## src/rtl/phy_diag_pkg.sv

```systemverilog
package phy_diag_pkg;

    localparam int ADDR_W = 12;
    localparam int DATA_W = 32;

    // Register indices; byte address is four times the index.
    localparam logic [9:0] IDX_CABLE = 10'h124;
    localparam logic [9:0] IDX_LINK = 10'h126;
    localparam logic [9:0] IDX_SYMERR = 10'h12A;
    localparam logic [9:0] IDX_IRQ = 10'h136;
    localparam logic [9:0] IDX_PHYCTL = 10'h13E;
    localparam logic [9:0] IDX_EVCLR = 10'h140;

    // Field positions.
    localparam int CT_EN_BIT = 15;
    localparam int CT_PAIR_LO = 12;
    localparam int CT_STAT_LO = 8;
    localparam int LINK1000_BIT = 1;
    localparam int LINK100_BIT = 0;
    localparam int IRQ_EN_LO = 8;
    localparam int JAB_EN_BIT = 9;

    // Reset values, the reserved PHYCTL bits and the failed status code.
    localparam logic JAB_EN_RST = 1'h1;
    localparam logic [15:0] PHYCTL_RSVD = 16'h0100;
    localparam logic [1:0] PAIR_RST = 2'h0;
    localparam logic [1:0] CS_FAILED = 2'h3;

    // AXI responses.
    localparam logic [1:0] RESP_OKAY = 2'h0;
    localparam logic [1:0] RESP_SLVERR = 2'h2;

    // Longest wait for the analog measurement before the test fails.
    localparam int CLK_HZ = 40_000_000;
    localparam int CT_TIMEOUT_US = 100;
    localparam int CT_TIMEOUT_CYC = CLK_HZ / 1_000_000 * CT_TIMEOUT_US;
    localparam int CT_TMR_W = 12;

    typedef struct packed {
        logic jabber;
        logic rx_err;
        logic page_rx;
        logic pd_fault;
        logic lp_ack;
        logic link_down;
        logic remote_fault;
        logic link_up;
    } phy_evt_t;

    // Raw event sources from the PHY core, without link transitions.
    typedef struct packed {
        logic jabber;
        logic rx_err;
        logic page_rx;
        logic pd_fault;
        logic lp_ack;
        logic remote_fault;
    } phy_src_t;

    typedef struct packed {
        logic [1:0] status;
        logic [7:0] distance;
    } cable_result_t;

    typedef enum {CT_IDLE, CT_RUN} ct_state_t;

    typedef enum {
        SEL_NONE, SEL_CABLE, SEL_LINK, SEL_SYMERR, SEL_IRQ, SEL_PHYCTL,
        SEL_EVCLR
    } reg_sel_t;

endpackage

```

## src/rtl/phy_cable_diag_status_irq.sv

```systemverilog
// The AXI4-Lite interface to the registers is this design's own decision.
`timescale 1ns/10ps
`default_nettype none
module phy_cable_diag_status_irq (
    input wire logic aclk,
    input wire logic aresetn,
    // Register bus.
    input wire logic [phy_diag_pkg::ADDR_W-1:0] s_axi_awaddr,
    input wire logic s_axi_awvalid,
    output logic s_axi_awready,
    input wire logic [phy_diag_pkg::DATA_W-1:0] s_axi_wdata,
    input wire logic [3:0] s_axi_wstrb,
    input wire logic s_axi_wvalid,
    output logic s_axi_wready,
    output logic [1:0] s_axi_bresp,
    output logic s_axi_bvalid,
    input wire logic s_axi_bready,
    input wire logic [phy_diag_pkg::ADDR_W-1:0] s_axi_araddr,
    input wire logic s_axi_arvalid,
    output logic s_axi_arready,
    output logic [phy_diag_pkg::DATA_W-1:0] s_axi_rdata,
    output logic [1:0] s_axi_rresp,
    output logic s_axi_rvalid,
    input wire logic s_axi_rready,
    // Asynchronous line-side pins.
    input wire logic link_1000_up,
    input wire logic link_100_up,
    input wire phy_diag_pkg::phy_src_t phy_event_src,
    input wire logic receive_symbol_error,
    // Cable tester handshake.
    input wire logic cable_meas_done,
    input wire phy_diag_pkg::cable_result_t cable_meas_result,
    // Outputs, all from flops.
    output logic cable_test_run,
    output logic [1:0] cable_test_pair,
    output logic irq
);

    // Bits carried by the synchroniser.
    localparam int SYNC_W = 20;

    // Decode used by both the read and the write path.
    function automatic phy_diag_pkg::reg_sel_t decode(
        input logic [phy_diag_pkg::ADDR_W-1:0] addr
    );
        phy_diag_pkg::reg_sel_t sel;
        sel = phy_diag_pkg::SEL_NONE;
        // Misaligned addresses map to nothing.
        if (addr[1:0] == 2'h0) begin
            unique case (addr[11:2])
                phy_diag_pkg::IDX_CABLE: sel = phy_diag_pkg::SEL_CABLE;
                phy_diag_pkg::IDX_LINK: sel = phy_diag_pkg::SEL_LINK;
                phy_diag_pkg::IDX_SYMERR: sel = phy_diag_pkg::SEL_SYMERR;
                phy_diag_pkg::IDX_IRQ: sel = phy_diag_pkg::SEL_IRQ;
                phy_diag_pkg::IDX_PHYCTL: sel = phy_diag_pkg::SEL_PHYCTL;
                phy_diag_pkg::IDX_EVCLR: sel = phy_diag_pkg::SEL_EVCLR;
                default: sel = phy_diag_pkg::SEL_NONE;
            endcase
        end
        return sel;
    endfunction

    // Synchroniser stages and pin views.
    logic [SYNC_W-1:0] async_in;
    logic [SYNC_W-1:0] meta_r;
    logic [SYNC_W-1:0] sync_r;
    logic [SYNC_W-1:0] prev_r;
    logic l1000_s;
    logic l100_s;
    logic link_any_s;
    logic link_any_p;
    phy_diag_pkg::phy_src_t src_s;
    phy_diag_pkg::phy_src_t src_p;
    logic symerr_rise;
    logic done_rise;
    phy_diag_pkg::cable_result_t meas_s;

    // Bus channel state.
    logic awready_r;
    logic wready_r;
    logic bvalid_r;
    logic [1:0] bresp_r;
    logic aw_got_r;
    logic w_got_r;
    logic [phy_diag_pkg::ADDR_W-1:0] awaddr_r;
    logic [15:0] wdata_r;
    logic [1:0] wstrb_r;
    logic arready_r;
    logic rvalid_r;
    logic [1:0] rresp_r;
    logic [phy_diag_pkg::DATA_W-1:0] rdata_r;

    // Decoded accesses.
    logic wr_do;
    phy_diag_pkg::reg_sel_t wr_sel;
    phy_diag_pkg::reg_sel_t rd_sel;
    logic rd_do;
    logic [15:0] rd_val;

    // Register contents.
    phy_diag_pkg::ct_state_t ct_state_r;
    logic ct_run_r;
    logic [1:0] pair_r;
    phy_diag_pkg::cable_result_t result_r;
    logic [phy_diag_pkg::CT_TMR_W-1:0] ct_tmr_r;
    logic [15:0] symerr_cnt_r;
    phy_diag_pkg::phy_evt_t evt_en_r;
    phy_diag_pkg::phy_evt_t evt_stat_r;
    phy_diag_pkg::phy_evt_t evt_set;
    phy_diag_pkg::phy_evt_t evt_clr;
    logic jab_en_r;
    logic irq_r;

    // Every pin input is asynchronous, so each bit gets two flops first.
    assign async_in = {link_1000_up, link_100_up, phy_event_src,
                       receive_symbol_error, cable_meas_done,
                       cable_meas_result};

    // The third stage only feeds edge detection.
    genvar gi;
    generate
        for (gi = 0; gi < SYNC_W; gi++) begin : g_sync
            always_ff @(posedge aclk) begin
                if (!aresetn) begin
                    meta_r[gi] <= 1'b0;
                    sync_r[gi] <= 1'b0;
                    prev_r[gi] <= 1'b0;
                end else begin
                    meta_r[gi] <= async_in[gi];
                    sync_r[gi] <= meta_r[gi];
                    prev_r[gi] <= sync_r[gi];
                end
            end
        end
    endgenerate

    // Edge detection only ever looks at the second and third stages.
    assign {l1000_s, l100_s, src_s, symerr_rise, done_rise, meas_s} =
        sync_r;
    // Previous levels for edge detection.
    assign src_p = prev_r[17:12];
    assign link_any_s = l1000_s | l100_s;
    assign link_any_p = prev_r[19] | prev_r[18];

    // Rising source edges (jabber only while enabled) and link changes become one-cycle events.
    always_comb begin
        evt_set.jabber = src_s.jabber & ~src_p.jabber & jab_en_r;
        evt_set.rx_err = src_s.rx_err & ~src_p.rx_err;
        evt_set.page_rx = src_s.page_rx & ~src_p.page_rx;
        evt_set.pd_fault = src_s.pd_fault & ~src_p.pd_fault;
        evt_set.lp_ack = src_s.lp_ack & ~src_p.lp_ack;
        // Link events follow either speed.
        evt_set.link_down = ~link_any_s & link_any_p;
        evt_set.remote_fault = src_s.remote_fault & ~src_p.remote_fault;
        evt_set.link_up = link_any_s & ~link_any_p;
    end

    // Write address and data may arrive in either order.
    assign wr_do = aw_got_r & w_got_r & ~bvalid_r;
    assign wr_sel = decode(awaddr_r);

    // Write channel.
    always_ff @(posedge aclk) begin
        if (!aresetn) begin
            awready_r <= 1'b1;
            wready_r <= 1'b1;
            aw_got_r <= 1'b0;
            w_got_r <= 1'b0;
            awaddr_r <= '0;
            wdata_r <= '0;
            wstrb_r <= '0;
            bvalid_r <= 1'b0;
            bresp_r <= phy_diag_pkg::RESP_OKAY;
        end else begin
            if (s_axi_awvalid && awready_r) begin
                awaddr_r <= s_axi_awaddr;
                aw_got_r <= 1'b1;
                awready_r <= 1'b0;
            end
            if (s_axi_wvalid && wready_r) begin
                wdata_r <= s_axi_wdata[15:0];
                wstrb_r <= s_axi_wstrb[1:0];
                w_got_r <= 1'b1;
                wready_r <= 1'b0;
            end
            // Commit and answer in one edge.
            if (wr_do) begin
                aw_got_r <= 1'b0;
                w_got_r <= 1'b0;
                bvalid_r <= 1'b1;
                bresp_r <= (wr_sel == phy_diag_pkg::SEL_NONE) ?
                    phy_diag_pkg::RESP_SLVERR : phy_diag_pkg::RESP_OKAY;
            end
            // Ready returns once the answer is taken.
            if (bvalid_r && s_axi_bready) begin
                bvalid_r <= 1'b0;
                awready_r <= 1'b1;
                wready_r <= 1'b1;
            end
        end
    end

    // Reads are sampled at the address handshake, so a clear-on-read
    // lands on the same edge and an event on that edge survives it.
    assign rd_do = s_axi_arvalid & arready_r;
    assign rd_sel = decode(s_axi_araddr);

    // Read mux; reserved bits read zero, except PHYCTL bit 8, which reads one.
    always_comb begin
        rd_val = '0;
        unique case (rd_sel)
            phy_diag_pkg::SEL_CABLE: begin
                rd_val[phy_diag_pkg::CT_EN_BIT] = ct_run_r;
                rd_val[phy_diag_pkg::CT_PAIR_LO +: 2] = pair_r;
                rd_val[phy_diag_pkg::CT_STAT_LO +: 2] = result_r.status;
                rd_val[7:0] = result_r.distance;
            end
            phy_diag_pkg::SEL_LINK: begin
                rd_val[phy_diag_pkg::LINK1000_BIT] = l1000_s;
                rd_val[phy_diag_pkg::LINK100_BIT] = l100_s;
            end
            phy_diag_pkg::SEL_SYMERR: rd_val = symerr_cnt_r;
            phy_diag_pkg::SEL_IRQ: rd_val = {evt_en_r, evt_stat_r};
            phy_diag_pkg::SEL_PHYCTL: begin
                rd_val = phy_diag_pkg::PHYCTL_RSVD;
                rd_val[phy_diag_pkg::JAB_EN_BIT] = jab_en_r;
            end
            phy_diag_pkg::SEL_EVCLR: rd_val = '0;
            phy_diag_pkg::SEL_NONE: rd_val = '0;
        endcase
    end

    // Read channel.
    always_ff @(posedge aclk) begin
        if (!aresetn) begin
            arready_r <= 1'b1;
            rvalid_r <= 1'b0;
            rresp_r <= phy_diag_pkg::RESP_OKAY;
            rdata_r <= '0;
        end else begin
            if (rd_do) begin
                arready_r <= 1'b0;
                rvalid_r <= 1'b1;
                rdata_r <= {16'h0000, rd_val};
                rresp_r <= (rd_sel == phy_diag_pkg::SEL_NONE) ?
                    phy_diag_pkg::RESP_SLVERR : phy_diag_pkg::RESP_OKAY;
            end
            // Rdata holds until rready is seen.
            if (rvalid_r && s_axi_rready) begin
                rvalid_r <= 1'b0;
                arready_r <= 1'b1;
            end
        end
    end

    // Cable test sequencer; a software write outranks a finishing test.
    always_ff @(posedge aclk) begin
        if (!aresetn) begin
            ct_state_r <= phy_diag_pkg::CT_IDLE;
            ct_run_r <= 1'b0;
            pair_r <= phy_diag_pkg::PAIR_RST;
            result_r <= '0;
            ct_tmr_r <= '0;
        end else if (wr_do && wr_sel == phy_diag_pkg::SEL_CABLE &&
                     wstrb_r[1]) begin
            pair_r <= wdata_r[phy_diag_pkg::CT_PAIR_LO +: 2];
            ct_tmr_r <= '0;
            if (wdata_r[phy_diag_pkg::CT_EN_BIT]) begin
                ct_state_r <= phy_diag_pkg::CT_RUN;
                ct_run_r <= 1'b1;
            end else begin
                ct_state_r <= phy_diag_pkg::CT_IDLE;
                ct_run_r <= 1'b0;
            end
        end else begin
            // The timer runs only while testing.
            unique case (ct_state_r)
                // Idle holds the timer cleared.
                phy_diag_pkg::CT_IDLE: ct_tmr_r <= '0;
                phy_diag_pkg::CT_RUN: begin
                    ct_tmr_r <= ct_tmr_r + 1'b1;
                    // Result settled before done rose.
                    if (done_rise && !prev_r[10]) begin
                        result_r <= meas_s;
                        ct_state_r <= phy_diag_pkg::CT_IDLE;
                        ct_run_r <= 1'b0;
                    end else if (ct_tmr_r == phy_diag_pkg::CT_TMR_W'(
                                 phy_diag_pkg::CT_TIMEOUT_CYC - 1)) begin
                        // A missing answer must not leave bit 15 stuck.
                        result_r.status <= phy_diag_pkg::CS_FAILED;
                        ct_state_r <= phy_diag_pkg::CT_IDLE;
                        ct_run_r <= 1'b0;
                    end
                end
            endcase
        end
    end

    // Symbol-error frame counter saturates rather than wrapping to zero.
    always_ff @(posedge aclk) begin
        if (!aresetn) begin
            symerr_cnt_r <= 16'h0000;
        end else begin
            // An event on the read edge counts as one.
            if (rd_do && rd_sel == phy_diag_pkg::SEL_SYMERR) begin
                symerr_cnt_r <= {15'h0000, symerr_rise & ~prev_r[11]};
            end else if (symerr_rise && !prev_r[11] &&
                         symerr_cnt_r != 16'hFFFF) begin
                symerr_cnt_r <= symerr_cnt_r + 16'h0001;
            end
        end
    end

    // Status clears on read or by write-one; a new event wins the clear.
    always_comb begin
        evt_clr = '0;
        if (rd_do && rd_sel == phy_diag_pkg::SEL_IRQ) begin
            evt_clr = '1;
        end
        // Only the status byte lane clears.
        if (wr_do && wr_sel == phy_diag_pkg::SEL_EVCLR && wstrb_r[0]) begin
            evt_clr = evt_clr | wdata_r[7:0];
        end
    end

    // Sticky status bits.
    always_ff @(posedge aclk) begin
        if (!aresetn) begin
            evt_stat_r <= '0;
        end else begin
            evt_stat_r <= (evt_stat_r & ~evt_clr) | evt_set;
        end
    end

    // Enables and the jabber gate; reserved bits are never stored.
    always_ff @(posedge aclk) begin
        if (!aresetn) begin
            evt_en_r <= '0;
            jab_en_r <= phy_diag_pkg::JAB_EN_RST;
        end else if (wr_do && wstrb_r[1]) begin
            // Status bits here are read-only.
            if (wr_sel == phy_diag_pkg::SEL_IRQ) begin
                evt_en_r <= wdata_r[phy_diag_pkg::IRQ_EN_LO +: 8];
            end
            if (wr_sel == phy_diag_pkg::SEL_PHYCTL) begin
                jab_en_r <= wdata_r[phy_diag_pkg::JAB_EN_BIT];
            end
        end
    end

    // Registered request lags the status by one cycle to stay glitch-free.
    always_ff @(posedge aclk) begin
        if (!aresetn) begin
            irq_r <= 1'b0;
        end else begin
            irq_r <= |(evt_stat_r & evt_en_r);
        end
    end

    // Output ports.
    assign s_axi_awready = awready_r;
    assign s_axi_wready = wready_r;
    assign s_axi_bvalid = bvalid_r;
    assign s_axi_bresp = bresp_r;
    assign s_axi_arready = arready_r;
    assign s_axi_rvalid = rvalid_r;
    assign s_axi_rresp = rresp_r;
    assign s_axi_rdata = rdata_r;
    assign cable_test_run = ct_run_r;
    assign cable_test_pair = pair_r;
    assign irq = irq_r;

endmodule
`default_nettype wire

```

## config.mk

```make
export PLATFORM = sky130hd
export DESIGN_NAME = phy_cable_diag_status_irq
export DESIGN_NICKNAME = d
export VERILOG_FILES = /design/src/rtl/phy_diag_pkg.sv /design/src/rtl/phy_cable_diag_status_irq.sv
export SDC_FILE = /design/constraint.sdc
export NUM_CORES = 1
export LEC_CHECK = 0
export BUFFER_PORTS_ARGS = -buffer_cell sky130_fd_sc_hd__buf_2
export CORE_MARGIN = 2
export CORE_UTILIZATION = 35
export CTS_CLUSTER_SIZE = 10
export DETAILED_ROUTE_END_ITERATION = 10
export GPL_ROUTABILITY_DRIVEN = 0
export PLACE_DENSITY = 0.67
export SKIP_CTS_REPAIR_TIMING = 1
export SLEW_MARGIN = 15
export SYNTH_ARGS = -nofsm -noshare
export SYNTH_HDL_FRONTEND = slang
export SYNTH_SLANG_ARGS = --single-unit
```

## constraint.sdc

```tcl
create_clock -name aclk -period 2.4 [get_ports aclk]
set_input_delay 0.24 -clock aclk [delete_from_list [all_inputs] [get_ports aclk]]
set_output_delay 0.24 -clock aclk [all_outputs]
set_load 0.05 [all_outputs]
```

# Yosys cells after proc, flatten, opt, wreduce, memory -nomap -nowiden
# Index checks and enable logic that the tools add are counted.
dict set report word_totals {
  ff_bits 198
  latch_bits 0
  mem_bits_rw 0
  mem_bits_ro 0
  output_inout_bits 45
  word_cells 217
  n_memories 0
}
dict set report op_classes {
  add_sub_neg 2
  n_mul 0
  n_div 0
  order_cmp 0
  n_eq_ne 27
  shift 0
  muxes 29
  bitwise 32
  n_reduce_logical 38
}
# operator count
set op_table {}
lappend op_table {{$eq 32x3->1 const B} 4}
lappend op_table {{$eq 32x4->1 const B} 4}
lappend op_table {{$logic_not 32->1} 4}
lappend op_table {{$mux 32} 4}
lappend op_table {{$eq 10x9->1 const B} 12}
lappend op_table {{$eq 32x2->1 const B} 3}
lappend op_table {{$eq 32x1->1 const B} 2}
lappend op_table {{$pmux 3 s6} 2}
lappend op_table {{$pmux 8 s4} 1}
lappend op_table {{$pmux 12 s2} 1}
lappend op_table {{$add 16x1->16 const B} 1}
lappend op_table {{$and 8x8->8} 2}
lappend op_table {{$mux 8} 2}
lappend op_table {{$ne 16x16->1 const B} 1}
lappend op_table {{$or 8x8->8} 2}
lappend op_table {{$logic_and 1x1->1} 14}
lappend op_table {{$and 1x1->1} 13}
lappend op_table {{$add 12x1->12 const B} 1}
lappend op_table {{$eq 12x12->1 const B} 1}
lappend op_table {{$not 1->1} 12}
lappend op_table {{$pmux 2 s5} 1}
lappend op_table {{$reduce_or 2->1} 5}
lappend op_table {{$mux 1} 8}
lappend op_table {{$mux 2} 4}
lappend op_table {{other kinds (15)} 24}

# Depth between registers and ports, before layout
dict set report depth {
  ltp_word 11
  ltp_mapped 9
  depth_no_buf 7
}

# Least setup slack after synthesis
# No wires, ideal clock.
dict set report synth_path {
  path_kind {reg-to-reg}
  from {register awaddr_r[9] (netlist bit)}
  to {register evt_en_r[0] (netlist bit)}
  arrival_time_ns 2.232
  required_ns 2.272
  setup_slack_ns 0.040
  stages_incl_launch_ff 7
  n_path_buf 0
  period_less_slack_ns 2.360
  cell_sequence {dfxtp_1 or4b_4 nor4_4 o21ai_2 nor4_4 mux2i_1 nor2_1}
}
dict set report synth_between {
  elab_chain_cells 5
}
# item line
set synth_lines {}
lappend synth_lines {{start: declaration} phy_cable_diag_status_irq.sv:85} ;# logic [phy_diag_pkg::ADDR_W-1:0] awaddr_r;
lappend synth_lines {{start signal: assignment} phy_cable_diag_status_irq.sv:176} ;# awaddr_r <= s_axi_awaddr;
lappend synth_lines {{$eq 10x9->1} phy_cable_diag_status_irq.sv:50} ;# unique case (addr[11:2])
lappend synth_lines {{$pmux 3 s6 (*)} phy_cable_diag_status_irq.sv:50}
lappend synth_lines {{$mux 3 (*)} phy_cable_diag_status_irq.sv:49} ;# if (addr[1:0] == 2'h0) begin
lappend synth_lines {{$eq 32x4->1 (*)} phy_cable_diag_status_irq.sv:342} ;# if (wr_sel == phy_diag_pkg::SEL_IRQ) begin
lappend synth_lines {{$reduce_and 2->1 (no line) (*)} -}
lappend synth_lines {{end signal: assignment} phy_cable_diag_status_irq.sv:343} ;# evt_en_r <= wdata_r[phy_diag_pkg::IRQ_EN_LO +: 8];
lappend synth_lines {{end: declaration} phy_cable_diag_status_irq.sv:107} ;# phy_diag_pkg::phy_evt_t evt_en_r;
# Mark *: on every way between the ends. The rest lies on a longest branch, timed or not.
# A chain may end at the register's enable or synchronous reset.

# Final worst setup path
dict set report layout_path {
  from {register awaddr_r[9] (netlist bit)}
  to {register evt_en_r[4] (netlist bit)}
}
# Same word-level chain as after synthesis.

==> reports/qor_table.md <==
| Item | Reported |
|:---|:---|
| Via count | 5302 |
| Number of warnings printed during yosys synthesis | 0 |
| Final period utilization | 92.4% |
| Number of global-route vias before repair | 4910 |
| Vertical die dimension | 140 um |
| CTS Root Buffer Type | sky130_fd_sc_hd__clkbuf_16 |
| Initial DRC Count | 375 |
| Post-synthesis area per instance | 8.82 um^2 |
| Max rail drop VDD | 0.548 mV |
| Critical path launch point type | flop |
| Total wirelength of the detailed-routed design | 15.4 mm |
| Clock insertion delay at the later pin of the skew report | 0.43 ns |
| Final Slew Violations | 0 |
| Layer with the highest usage | met2 |
| Number of DRC violations after detailed routing | 0 |
| Antenna cells | 0 |
| Worst-path maximum fanout | 8 |
| Minimum hold slack | 0.0205 ns |
| Unique masters post-synth | 64 |
| Final Skew | 0.00798 ns |
| Number of H-tree branching levels | 4 |
| Number of filler cells placed in the layout | 1795 |
| First drt pass iteration count | 7 |
| Slew at the pin with the worst max-slew slack | 0.703 ns |
| PnR worst setup slack | 0.182 ns |
| Pin count of the biggest net entering global routing | 77 |
| Layout Cells excl Fill | 1080 |
| Number of instances in the synthesized netlist | 739 |
| Internal portion of total power | 4.61 mW |
| Residual antenna-violating net count after detailed routing | 0 |
| I/O pin count | 132 |
| Width of the die | 140 um |
| Number of buffer cells added on primary ports | 95 |
| Number of max-cap violations | 0 |
| Number of synthesized register bits | 164 |
| Clock period minus final worst setup slack | 2.22 ns |
| Fraction of final layout cells with drive strength greater than 1 | 18.2% |
| Met3 track demand over resource | 3.69% |
| Area Overhead vs Synth | 20.1% |
| Clock-pin transition on the worst setup and hold timing paths | 0.06 ns |
| Number of nets in the layout | 927 |
| Vias per cell | 4.91 |
| Number of endpoints with negative hold slack in the final report | 0 |
| Startpoint of the lowest-slack hold path | cable_meas_result[4] |
| Run status | complete, no violations |
| Critical setup path kind | flop to flop |
| Dpl ws | 0.108 ns |
| Post-Syn Area | 6520 um^2 |
| Top achievable clock speed | 451 MHz |
| Sequential share of the synthesized area | 50.4% |
| Areal power density over the cells | 772 nW/um^2 |
| Clock power share | 45.7% |
| RSZ-0062 raised after global routing | no |
| Crit path arrival time | 2.51 ns |
| Tightest slew margin relative to the limit | 53.1% |
| Part of the power in combinational logic | 6.8% |
| Portion of total power attributed to sequential cells | 47.5% |
| Routed wire length per instance | 14.3 um |
| Top_reg_cell synth | sky130_fd_sc_hd__dfxtp_1 |
| Total Power | 6.04 mW |
| Net Switching | 1.43 mW |
| Global routing usage on met2 | 25.4% |
| Async set or reset register ratio after synthesis | 0% |
| Utilization of the core after routing | 43.3% |
| Origin of the critical flop-to-flop path | awaddr_r[9] |
| TritonCTS clock tree | built |
| Core box area | 18100 um^2 |
| Clock buffer count from CTS | 17 |
| Number of antenna violations at the first check in global routing | 0 |
| Leakage power total | 3.10 nW |
| GRT Overall Usage | 16.0% |
| Die outline area | 19700 um^2 |
| Reg-to-reg slack, setup | 0.18 ns |
| Hold/Removal Path Class | input pin to flop |
| Met1 track utilization from global routing | 21.1% |
| Worst setup path startpoint | awaddr_r[9] |
| Required time worst endpoint | 2.69 ns |
| Accumulated negative setup slack | 0 ns |
| Count of flip-flops with a built-in enable after synthesis | 0 |
| Cell area after placement | 7230 um^2 |
| Maximum number of buffers from clock root to sink | 2 |
| Clock Sink Count | 164 |
| Switching power share of the total | 23.7% |
| Final HPWL DP | 11.1 mm |
| Final global-route overflow total | 0 |
| Final number of setup-violating endpoints | 0 |
| Effective utilization at floorplan | 36.0% |
| Placement Rows | 49 |
| Crit. End Element | flop |
| Final non-filler cell area | 7830 um^2 |
| Cell count after placement | 1048 |
| Wire length of the first global-routing pass | 24.8 mm |
-- flip-flops by register name (all words and copies together), names as in the netlist, 2 cells and up --
register	cells
meta_r	20
symerr_cnt_r	16
evt_stat_r	8
src_s	6
meas_s	10
prev_r	10
ct_tmr_r	12
wdata_r	16
s_axi_rdata	16
result_r	10
evt_en_r	8
cable_test_pair	2
awaddr_r	12
wstrb_r	2
-- final cells by class --
cell class                      count  area (um^2)  share of cell area (%)
Clock inverter                     12          151                    1.93
Tap cell                          229          287                    3.66
Clock buffer                       20          447                    5.71
Multi-Input combinational cell    522         2960                    37.9
Timing Repair Buffer              112          616                    7.87
Inverter                           21         78.8                    1.01
Sequential cell                   164         3280                    42.0
-- placed cells by master (no fill, tap or decap), drive strengths merged, types with 20 or more instances in the layout --
master and count:
a21oi 48, dfxtp 164, buf 112, clkbuf 20, nor2 73, nand3 23, o21ai 38, and2 53
nand2 108, inv 23
-- metal layers --
layer	wire, um	vias up
li1	-	2700
met1	7240	2439
met2	7110	147
met3	870	16
met4	214	0
met5	0	-
-- path summary, 6_finish.rpt --
path                   end  cells after the start
max            evt_en_r[4]                      7
min              meta_r[4]                      2
max reg2reg    evt_en_r[4]                      7
min reg2reg  evt_stat_r[5]                      1
-- logic make-up (layout without fill, tap and decap cells) --
| group | Yosys count | in the layout | synth area share (%) |
|---|---|---|---|
| flip-flops | 164 | 164 | 50.4 |
| buffers and inverters | 70 | 165 | 5.11 |
| AND/OR/NAND/NOR | 325 | 325 | 25.2 |
| adder cells (fa/ha/maj) | 2 | 2 | 0.384 |
| XOR/XNOR | 27 | 27 | 3.63 |
| other | 1 | 18 | 0.0575 |
| multiplexers | 14 | 14 | 2.17 |
| AO/OA/AOI/OAI | 136 | 136 | 13.1 |
-- worst max-delay path: stages (launching register included) --
cell	delay [ns]
sky130_fd_sc_hd__dfxtp_1	0.32
sky130_fd_sc_hd__or4b_4	0.57
sky130_fd_sc_hd__nor4_4	0.30
sky130_fd_sc_hd__o21ai_2	0.14
sky130_fd_sc_hd__nor4_4	0.26
sky130_fd_sc_hd__buf_4	0.23
sky130_fd_sc_hd__mux2i_1	0.20
sky130_fd_sc_hd__nor2_1	0.05
-- power groups by stage --
stage | Combinational [mW] | Clock (mW) | Sequential (mW)
final | 0.414 | 2.76 | 2.87
after global routing | 0.453 | 2.93 | 2.88
after CTS | 0.415 | 2.81 | 2.87
after detailed placement | 0.413 | 0 | 2.93
after global placement | 0.408 | 0 | 2.93
after floorplan | 0.273 | 0 | 2.95
-- synth_stat cells, drive strengths merged (5+ instances only) --
cell type / n / area share [%]
a211o: 6 / 0.81
a21oi: 48 / 3.7
a32oi: 7 / 0.94
and2: 53 / 5.1
and3: 10 / 0.96
and4: 6 / 0.81
buf: 20 / 2.2
clkbuf: 29 / 1.7
dfxtp: 164 / 50
inv: 21 / 1.2
mux2i: 13 / 2.0
nand2: 108 / 6.2
nand3: 23 / 1.8
nand4: 9 / 0.86
nor2: 73 / 4.2
nor2b: 5 / 0.48
nor3: 8 / 0.61
nor4: 5 / 0.94
o211ai: 7 / 0.81
o21ai: 38 / 3.0
o22ai: 5 / 0.48
xnor2: 18 / 2.4
xor2: 9 / 1.2
Power figures use the tool's default switching activity.
